### config.mk
export PLATFORM = sky130hd
export DESIGN_NAME = swbt_core
export DESIGN_NICKNAME = d
export VERILOG_FILES = /design/src/design/swbt_core.v /design/src/design/swbt_fifo.v
export VERILOG_INCLUDE_DIRS = /design/src /design/src/design
export SDC_FILE = /design/constraint.sdc
export NUM_CORES = 1
export LEC_CHECK = 0
export ABC_AREA = 1
export BUFFER_PORTS_ARGS = -buffer_cell sky130_fd_sc_hd__buf_2
export CELL_PAD_IN_SITES_DETAIL_PLACEMENT = 1
export CELL_PAD_IN_SITES_GLOBAL_PLACEMENT = 1
export CORE_MARGIN = 4
export CORE_UTILIZATION = 46
export CTS_CLUSTER_SIZE = 20
export DETAILED_ROUTE_END_ITERATION = 12
export PLACE_DENSITY_LB_ADDON = 0.2
export SLEW_MARGIN = 20
export SYNTH_ARGS = -nofsm -noshare
export SYNTH_HDL_FRONTEND = slang
export SYNTH_SLANG_ARGS = --single-unit
### constraint.sdc
create_clock -name i_ref_clk -period 2.68 [get_ports i_ref_clk]
set_clock_uncertainty 0.05 [all_clocks]
set_input_delay 0.536 -clock i_ref_clk [delete_from_list [all_inputs] [get_ports i_ref_clk]]
set_output_delay 0.536 -clock i_ref_clk [all_outputs]
set_load 0.01 [all_outputs]
### src/design/swbt_regs.vh
// constants for the write burst timing block
`ifndef SWBT_REGS_VH
`define SWBT_REGS_VH
// mode register zero burst-mode field encodings
`define SWBT_BM_FIXED8 2'h0
`define SWBT_BM_PERCMD 2'h1
`define SWBT_BM_FIXED4 2'h2
// beats per burst
`define SWBT_BEATS8 4'h8
`define SWBT_BEATS4 4'h4
`define SWBT_CRC_BEATS 4'h2
// default timing counts in link clock periods
`define SWBT_WR_CK 8'h0C
`define SWBT_WR_INV_CK 8'h0E
`define SWBT_WTR_L_CK 8'h09
`define SWBT_WTR_S_CK 8'h03
`define SWBT_FIFO_DEPTH 8
// column write latency refused while the two clock preamble is on
`define SWBT_CWL_FORBIDDEN 6'h09
`endif

### src/design/swbt_core.v
// write burst timing: latency, burst length, recovery and turnaround
// Operation
// controller spaces write to precharge by latency, burst share, recovery
// controller also honours row active minimum time before precharge
// first data beat lands additive plus column write latency after write
// recovery counts from first edge after last beat, gates precharge
// mode 00 gives eight beats; 01 lets burst select bit choose
// mode 10 forces chopped four beats whatever the select bit says
// same group read waits long write to read time after last beat
// other group read waits short write to read time after last beat
// inversion enabled uses the longer inverted write recovery time
// two clock preamble forbids the lowest column write latency of nine
// checksum adds two beats after data; spacing covers longer burst
// data lines outside burst beats are ignored as do not care
`timescale 1ns/1ps
`include "swbt_regs.vh"
module swbt_core #(
   parameter DW = 16,
   parameter LATW = 6,
   parameter TW = 8
) (
   input wire i_ref_clk,
   input wire i_rst,
   input wire i_ck,
   input wire i_wr_cmd,
   input wire i_burst_select_address_bit,
   input wire i_bank_group,
   input wire [DW-1:0] i_dq,
   input wire [1:0] i_burst_mode,
   input wire [LATW-1:0] i_additive_latency,
   input wire [LATW-1:0] i_column_write_latency,
   input wire i_data_bus_inversion,
   input wire i_write_crc,
   input wire i_preamble_2ck,
   input wire [TW-1:0] i_write_recovery_time,
   input wire [TW-1:0] i_write_recovery_inverted,
   input wire [TW-1:0] i_write_to_read_long,
   input wire [TW-1:0] i_write_to_read_short,
   output wire o_beat_valid,
   input wire i_beat_ready,
   output wire [DW-1:0] o_beat_data,
   output reg o_beat_crc,
   output reg o_burst_active,
   output reg o_precharge_ok,
   output reg o_read_same_ok,
   output reg o_read_other_ok,
   output reg o_latency_error,
   output wire o_overflow
);
   // ---------------------------------------------------------------
   // link clock sampling and edge detection
   // ---------------------------------------------------------------
   reg [2:0] ck_q;
   reg [DW-1:0] dq_s1_q;
   reg [DW-1:0] dq_s2_q;
   reg [2:0] cmd_s_q;
   reg [1:0] bsel_s_q;
   reg [1:0] bg_s_q;
   wire ck_rise;
   always @(posedge i_ref_clk) begin
      if (i_rst) begin
         ck_q <= 3'h0;
         cmd_s_q <= 3'h0;
         bsel_s_q <= 2'h0;
         bg_s_q <= 2'h0;
         dq_s1_q <= {DW{1'b0}};
         dq_s2_q <= {DW{1'b0}};
      end else begin
         ck_q <= {ck_q[1:0], i_ck};
         cmd_s_q <= {cmd_s_q[1:0], i_wr_cmd};
         bsel_s_q <= {bsel_s_q[0], i_burst_select_address_bit};
         bg_s_q <= {bg_s_q[0], i_bank_group};
         dq_s1_q <= i_dq;
         dq_s2_q <= dq_s1_q;
      end
   end
   // stage 2 and later only; beats are sampled one per link edge
   assign ck_rise = ck_q[1] & ~ck_q[2];
   // ---------------------------------------------------------------
   // burst length decode
   // ---------------------------------------------------------------
   function [3:0] beats_for;
      input [1:0] mode;
      input bsel;
      begin
         case (mode)
            `SWBT_BM_FIXED8: beats_for = `SWBT_BEATS8;
            `SWBT_BM_PERCMD: beats_for = bsel ? `SWBT_BEATS8 :
               `SWBT_BEATS4;
            `SWBT_BM_FIXED4: beats_for = `SWBT_BEATS4;
            default: beats_for = `SWBT_BEATS8;
         endcase
      end
   endfunction
   // ---------------------------------------------------------------
   // write sequencer
   // ---------------------------------------------------------------
   localparam ST_IDLE = 2'h0;
   localparam ST_WAIT = 2'h1;
   localparam ST_DATA = 2'h2;
   reg [1:0] st_q;
   reg [LATW:0] lat_q;
   reg [3:0] beat_q;
   reg [3:0] last_q;
   reg bg_q;
   reg fin_q;
   wire [LATW:0] wr_lat;
   wire [3:0] total;
   wire push;
   wire in_ready;
   assign wr_lat = {1'b0, i_additive_latency} +
      {1'b0, i_column_write_latency};
   assign total = beats_for(i_burst_mode, bsel_s_q[1]) +
      (i_write_crc ? `SWBT_CRC_BEATS : 4'h0);
   // only beats inside the burst window are captured
   assign push = (st_q == ST_DATA) & ck_rise;
   always @(posedge i_ref_clk) begin
      if (i_rst) begin
         st_q <= ST_IDLE;
         lat_q <= {(LATW+1){1'b0}};
         beat_q <= 4'h0;
         last_q <= 4'h0;
         bg_q <= 1'b0;
         fin_q <= 1'b0;
         o_beat_crc <= 1'b0;
         o_burst_active <= 1'b0;
      end else begin
         fin_q <= 1'b0;
         if (ck_rise) begin
            case (st_q)
               ST_IDLE: begin
                  if (cmd_s_q[1]) begin
                     last_q <= total - 4'h1;
                     bg_q <= bg_s_q[1];
                     lat_q <= wr_lat - 1'b1;
                     st_q <= (wr_lat <= 1) ? ST_DATA : ST_WAIT;
                     o_burst_active <= (wr_lat <= 1);
                     beat_q <= 4'h0;
                  end
               end
               ST_WAIT: begin
                  lat_q <= lat_q - 1'b1;
                  if (lat_q <= 1) begin
                     st_q <= ST_DATA;
                     o_burst_active <= 1'b1;
                  end
               end
               ST_DATA: begin
                  beat_q <= beat_q + 4'h1;
                  o_beat_crc <= i_write_crc &
                     (beat_q + 4'h1 + `SWBT_CRC_BEATS > last_q);
                  if (beat_q == last_q) begin
                     st_q <= ST_IDLE;
                     o_burst_active <= 1'b0;
                     o_beat_crc <= 1'b0;
                     fin_q <= 1'b1;
                  end
               end
               default: st_q <= ST_IDLE;
            endcase
         end
      end
   end
   // ---------------------------------------------------------------
   // recovery and turnaround counters in link clock periods
   // ---------------------------------------------------------------
   reg [TW-1:0] wr_cnt_q;
   reg [TW-1:0] wtrl_cnt_q;
   reg [TW-1:0] wtrs_cnt_q;
   always @(posedge i_ref_clk) begin
      if (i_rst) begin
         wr_cnt_q <= {TW{1'b0}};
         wtrl_cnt_q <= {TW{1'b0}};
         wtrs_cnt_q <= {TW{1'b0}};
         o_precharge_ok <= 1'b1;
         o_read_same_ok <= 1'b1;
         o_read_other_ok <= 1'b1;
         o_latency_error <= 1'b0;
      end else begin
         // counting starts at the first edge after the final beat
         if (fin_q) begin
            wr_cnt_q <= i_data_bus_inversion ?
               i_write_recovery_inverted : i_write_recovery_time;
            wtrl_cnt_q <= i_write_to_read_long;
            wtrs_cnt_q <= i_write_to_read_short;
            o_precharge_ok <= 1'b0;
            o_read_same_ok <= 1'b0;
            o_read_other_ok <= 1'b0;
         end else if (ck_rise) begin
            if (wr_cnt_q != 0) begin
               wr_cnt_q <= wr_cnt_q - 1'b1;
            end
            if (wtrl_cnt_q != 0) begin
               wtrl_cnt_q <= wtrl_cnt_q - 1'b1;
            end
            if (wtrs_cnt_q != 0) begin
               wtrs_cnt_q <= wtrs_cnt_q - 1'b1;
            end
            o_precharge_ok <= (wr_cnt_q <= 1);
            o_read_same_ok <= (wtrl_cnt_q <= 1);
            o_read_other_ok <= (wtrs_cnt_q <= 1);
         end
         // a new write stalls precharge readiness again; row active time is the
         // controller's own, so it is not tracked here
         if (st_q != ST_IDLE) begin
            o_precharge_ok <= 1'b0;
         end
         o_latency_error <= i_preamble_2ck &
            (i_column_write_latency == `SWBT_CWL_FORBIDDEN);
      end
   end
   // ---------------------------------------------------------------
   // beat buffer
   // ---------------------------------------------------------------
   // overflow flags a beat lost while the consumer stalled
   assign o_overflow = push & ~in_ready;
   swbt_fifo #(
      .WIDTH(DW),
      .DEPTH(`SWBT_FIFO_DEPTH),
      .AW(3)
   ) u_fifo (
      .i_ref_clk(i_ref_clk),
      .i_rst(i_rst),
      .i_in_valid(push),
      .o_in_ready(in_ready),
      .i_in_data(dq_s2_q),
      .o_out_valid(o_beat_valid),
      .i_out_ready(i_beat_ready),
      .o_out_data(o_beat_data)
   );
endmodule

### src/design/swbt_fifo.v
// small synchronous fifo with valid/ready on both sides
`timescale 1ns/1ps
module swbt_fifo #(
   parameter WIDTH = 16,
   parameter DEPTH = 8,
   parameter AW = 3
) (
   input wire i_ref_clk,
   input wire i_rst,
   input wire i_in_valid,
   output wire o_in_ready,
   input wire [WIDTH-1:0] i_in_data,
   output wire o_out_valid,
   input wire i_out_ready,
   output wire [WIDTH-1:0] o_out_data
);
   reg [WIDTH-1:0] mem_q [0:DEPTH-1];
   reg [AW-1:0] wr_q;
   reg [AW-1:0] rd_q;
   reg [AW:0] cnt_q;
   wire push;
   wire pop;
   assign o_in_ready = (cnt_q != DEPTH);
   assign o_out_valid = (cnt_q != 0);
   assign o_out_data = mem_q[rd_q];
   assign push = i_in_valid & o_in_ready;
   assign pop = o_out_valid & i_out_ready;
   always @(posedge i_ref_clk) begin
      if (i_rst) begin
         wr_q <= {AW{1'b0}};
         rd_q <= {AW{1'b0}};
         cnt_q <= {(AW+1){1'b0}};
      end else begin
         if (push) begin
            mem_q[wr_q] <= i_in_data;
            wr_q <= (wr_q == DEPTH-1) ? {AW{1'b0}} : wr_q + 1'b1;
         end
         if (pop) begin
            rd_q <= (rd_q == DEPTH-1) ? {AW{1'b0}} : rd_q + 1'b1;
         end
         if (push & ~pop) begin
            cnt_q <= cnt_q + 1'b1;
         end else if (pop & ~push) begin
            cnt_q <= cnt_q - 1'b1;
         end
      end
   end
endmodule

==> results of run 1 <==
==> kinds of logic after synthesis <==
logic type	Yosys count	synth area share, %
adders and majority gates	37	4.76
xor gates and xnor gates	16	1.39
AOI/OAI and AO/OA	244	13.9
buffers and inverters	164	6.34
DFF	228	58.2
and+or+nand+nor	380	15.5
==> per-layer routing <==
metal | wire length (µm) | GRT usage, % | part of all wire (%) | up-vias
met4 | 485 | 5.79 | 1.9 | 2
met3 | 997 | 2.33 | 3.9 | 41
met2 | 12600 | 36.2 | 50 | 157
met5 | 13 | 0 | 0.051 | -
li1 | - | - | - | 3842
met1 | 11300 | 27.4 | 45 | 3734
==> where the power goes <==
| group | switching, mW | internal, mW |
|---|---|---|
| Sequential | 0.127 | 3.81 |
| Clock | 1.38 | 2.12 |
| Combinational | 1.50 | 0.979 |
==> area by class of cell <==
cell class                 count  area (µm²)
timing repair buffer         126         821
tap                          275         344
sequential                   228        5850
inverter                     123         464
clock inverter                10         119
fill                        2448        9380
multi-input combinational    677        3570
clock buffer                  36         738
==> flip-flops by register name, indices dropped and copies added (netlist names), 2 cells and up, named ones only <==
register	flops
lat_q	7
last_q	4
bsel_s_q	2
beat_q	4
st_q	2
u_fifo.mem_q	128
wtrl_cnt_q	8
u_fifo.rd_q	3
wtrs_cnt_q	8
ck_q	3
u_fifo.cnt_q	4
dq_s1_q	16
dq_s2_q	16
u_fifo.wr_q	3
wr_cnt_q	8
cmd_s_q	2
==> critical path, stage by stage (launching register included) <==
cell and delay [ps]:
dfxtp_4 450, buf_4 220, o21ai_0 120, o22ai_1 190
nor2_1 60, a31oi_1 230, buf_2 190
==> worst min path at each step <==
stage / startpoint / to / slack [ps]
2_1_floorplan: bsel_s_q[0]$_SDFF_PP0_ / bsel_s_q[1]$_SDFF_PP0_ / 340
3_3_place_gp: bsel_s_q[0]$_SDFF_PP0_ / bsel_s_q[1]$_SDFF_PP0_ / 340
3_5_place_dp: dq_s1_q[2]$_SDFF_PP0_ / dq_s2_q[2]$_SDFF_PP0_ / 350
4_1_cts: i_dq[15] / dq_s1_q[15]$_SDFF_PP0_ / 130
5_1_grt: i_column_write_latency[5] / o_latency_error$_SDFF_PP0_ / 150
6_report: i_column_write_latency[5] / o_latency_error$_SDFF_PP0_ / 150
==> through the flow <==
stage | instances | power [mW]
after global placement | 1423 | 6.19
after CTS | 1469 | 9.82
after floorplan | 1069 | 5.43
after global routing | 1475 | 10.5
final | 1475 | 9.91
after detailed placement | 1423 | 6.28
==> synth_stat cells (all sizes together), types with 8 or more instances <==
cell type  number  area share, %
o211ai          8           0.60
a21oi          51            2.7
dfxtp         100             20
nand4           9           0.62
edfxtp        128             38
o22ai          18            1.1
xor2           10           0.87
nor2          222            8.6
buf            10           0.57
clkbuf         31            1.2
ha             35            4.4
nand2         109            4.1
inv           123            4.6
nand3          28            1.4
a31oi          25            1.6
o21ai         123            6.2
==> what timing repair did <==
action / in CTS / in global routing
setup buffers: 0 / 3
pin swaps: 0 / 1
cloned: 0 / 3
gates resized for setup: 4 / 8
endpoints found under the setup margin: 5 / 6
==> metrics, run 1 <==
Layout area overhead=18.5%; Die X-Extent=roughly 160 µm; pre-CTS setup slack=roughly 160 ps; Core ar.=21300 µm²; FF-to-FF setup slack=roughly 340 ps; input/output buffers=94; fin crit period=2590 ps; DRC=0; status=complete, no violations; Crit Path Category=reg2out; critical path data arrival time=2010 ps; Peak VDD IR=roughly 500 µV; # diodes=0; RSZ-0062 raised after global routing=no; Worst Reg2Reg Path Length in Cells=17; final worst-path cycle share=between 90% and 100%; die height=~160 µm; GRT overflow=0; worst r2r dst=u_fifo.cnt_q[3]$_SDFFE_PP0P_; Root Driver=clkbuf_16; Static Leak=roughly 4.9 nW; hold slack final=approximately 150 ps; Initial Utilization=a little under half; Final Cell Area=11900 µm²; min-delay worst type=in2reg; first-pass GRT wire length=approximately 41000 µm; GRT Overall Usage=20.7%; setup ws final=85.7 ps; Final ANT Viol Nets=0; Hold Path Stages=2; H-tree levels=1; Setup TNS=0 ps; Post-synth EDFFs=between 100 and 150; top_reg_cell synth=edfxtp_1; Startpoint Class=flop; clock slew at reported path FFs=~60 ps; crit end category=output port; Final nets=~1300; vias in the first global route=approximately 8100; post-synthesis sequential area ratio=58.2%; Mapped Area=10100 µm²; later-pin clock latency in the skew report=roughly 530 ps; Synth Net Count=about 1200; IO Pins=96; Setup Viol. Count Final=0; row count=53; CTS tree=done; HPWL after detailed placement=~17000 µm; Die Area=approximately 24000 µm²; pwr/cell area=slightly above 800 nW/µm²; Final Max Tran Viols=0; WL/cell=about 17 µm; CP max FO=12; top achievable clock speed=between 300 and 400 MHz; synth unique cells=47; vias per cell=~5.3; share of cells above drive strength 1=between 10% and 20%; Post-Syn Instances=1069; highest-count cells in the layout ignoring fill and taps=216 x nor2_1, 128 x edfxtp_1, 116 x o21ai_0, 115 x inv_1, 106 x nand2_1; Post-Place Cell Area=about 11000 µm²; largest net degree at the start of global routing=56; initial antenna violation count=1; Sinks on Clock Net=about 230; Slew HR=around 58%; synthesized area per cell=approximately 9.4 µm²; GP Congestion=0.821; fin util=between 50 and 60%; via count=7776; most common cell after layout, fill and taps aside=nor2_1; final wirelength=roughly 25000 µm; FF-to-FF Start=st_q[0]$_SDFFE_PP0P_; hold_buf cts=0; Async SR Flop Fraction=0%; synthesis-stage register bit count=228; final hold viol count=0; first-pass detailed-route iteration total=5; CTS Buffer Depth=3; Syn. warnings=0; CTS Buf Count=25; max cap viols=0; Iter 0 DRT Violations=between 400 and 500; Worst EP required=~2100 ps; Worst-Margin Slew=635 ps; Setup crit end=o_beat_data[0]
No activity file was read; power rests on OpenSTA's default activity.
==> run 2: changes to the inputs <==
--- a/config.mk
+++ b/config.mk
@@ -11,7 +11,7 @@
 export CELL_PAD_IN_SITES_DETAIL_PLACEMENT = 1
 export CELL_PAD_IN_SITES_GLOBAL_PLACEMENT = 1
 export CORE_MARGIN = 4
-export CORE_UTILIZATION = 46
+export CORE_UTILIZATION = 35
 export CTS_CLUSTER_SIZE = 20
 export DETAILED_ROUTE_END_ITERATION = 12
 export PLACE_DENSITY_LB_ADDON = 0.2
==> run 2 against run 1 <==
  * Die area is 30% higher
  * Largest power group unchanged
  * Via count is 2.4% lower
  * Hold slack worse by 13 ps
  * Highest routed layer is now met4
  * Flip-flop and latch count stayed put
  * Routed wire length is 1.5% lower
==> metrics, run 2 (same netlist as run 1, synthesis figures left out) <==
Post-Place Cell Area=around 11000 µm²; first-pass GRT wire length=between 40000 and 50000 µm; vias in the first global route=approximately 7800; final worst-path cycle share=between 90% and 100%; Placed Cells=about 1500; H-tree levels=1; Most flops, register=u_fifo.mem_q; critical path data arrival time=1990 ps; Peak VDD IR=around 440 µV; Slew HR=60.3%; hold slack final=between 100 and 150 ps; fin cells=about 1600; min-delay worst type=in2reg; final hold viol count=0; hold_buf cts=0; pre-CTS setup slack=approximately 170 ps; Setup Viol. Count Final=0; Core ar.=28100 µm²; Die X-Extent=between 150 and 200 µm; Sinks on Clock Net=about 230; Final Power=9.74 mW; Static Leak=around 4.9 nW; GRT Overall Usage=15.7%; Final ANT Viol Nets=0; fin util=a little over two fifths; max cap viols=0; crit end category=output port; fin crit period=roughly 2600 ps; DRC=0; CP max FO=32; CTS Buffer Depth=3; row count=between 60 and 70; Final nets=approximately 1300; Layout area overhead=18.9%; Root Driver=clkbuf_16; Worst EP required=2090 ps; CTS Buf Count=25; largest net degree at the start of global routing=65; Iter 0 DRT Violations=369; highest-count cells in the layout ignoring fill and taps=216 x nor2_1, 128 x edfxtp_1, 116 x o21ai_0, 114 x inv_1, 106 x nand2_1; Startpoint Class=flop; Top Registers=u_fifo.mem_q x128, dq_s1_q x16, dq_s2_q x16; die height=between 150 and 200 µm; Final Cell Area=around 12000 µm²; Fillers=around 3300; first-pass detailed-route iteration total=4; setup ws final=109 ps; clock slew at reported path FFs=70 ps; Initial Utilization=a little over a third; final wirelength=about 25000 µm; vias per cell=roughly 4.8; share of cells above drive strength 1=between 10% and 20%; CTS tree=done; WL/cell=approximately 16 µm; Setup TNS=0 ps; most common cell after layout, fill and taps aside=nor2_1; input/output buffers=94; Final Max Tran Viols=0; register area=approximately 5800 µm²; Crit Path Category=reg2out; later-pin clock latency in the skew report=520 ps; Largest register FFs=approximately 130; number of setup buffers added after CTS=0; Worst-Margin Slew=593 ps; top achievable clock speed=slightly below 400 MHz; status=complete, no violations; Die Area=between 30000 and 40000 µm²; IO Pins=96; via count=7586; GP Congestion=0.793; initial antenna violation count=0; # diodes=0; pwr/cell area=around 820 nW/µm²; combined area of the multi-input logic cells=approximately 3600 µm²; HPWL after detailed placement=approximately 17000 µm; GRT overflow=0
[run 2: cell count changes in the layout (fill, tap and decap cells not counted), moves of 2 or more]
cell        change
clkbuf_16       -2
buf_4           -3
clkinv_2        +4
clkbuf_1        +2
clkinvlp_4      -2
clkbuf_8        -4
[run 2: cell type report]
class	instances	share of cell area, %
clock buffers	34	5.78
multi-input cells	677	29.9
well taps	378	3.96
inverters	123	3.91
flip-flops and latches	228	48.9
repair buffers	121	6.23
clock inverters	12	1.26
[run 2: worst max-delay path, cell delays in order, from the launching register on]
cell	delay (ps)
dfxtp_2	450
buf_12	230
o21ai_0	110
o22ai_1	160
nor2_1	50
a31oi_1	260
buf_2	200
[run 2: per-layer routing]
layer | vias up | track usage, % | routed length, µm
met4 | 0 | 2.96 | 309
met2 | 106 | 26.5 | 11600
met3 | 23 | 1.90 | 873
li1 | 3824 | - | -
met5 | - | 0 | 0
met1 | 3633 | 22.0 | 12200
[run 2: repair_timing]
item / 4_1_cts / 5_1_grt
cloned: 0 / 1
hold endpoints to repair: 0 / 0
gates resized for setup: 2 / 7
endpoints found under the setup margin: 5 / 8
[run 2: power breakdown]
group | internal, mW | switching (mW) | total [mW] | leakage, nW
clock | 2.11 | 1.36 | 3.47 | 0.419
sequential | 3.80 | 0.118 | 3.92 | 1.99
combinational | 0.889 | 1.47 | 2.36 | 2.48
total | 6.80 | 2.94 | 9.74 | 4.89
[run 2: worst paths after layout]
kind                                           startpoint                           end  slack [ps]  cells past startpoint
worst max-delay path                                 flop               o_beat_data[14]         110                      6
worst min-delay path            i_column_write_latency[5]    o_latency_error$_SDFF_PP0_         140                      2
worst max register to register       st_q[0]$_SDFFE_PP0P_  u_fifo.cnt_q[3]$_SDFFE_PP0P_         270                     17
worst min register to register     dq_s1_q[13]$_SDFF_PP0_        dq_s2_q[13]$_SDFF_PP0_         350                      2
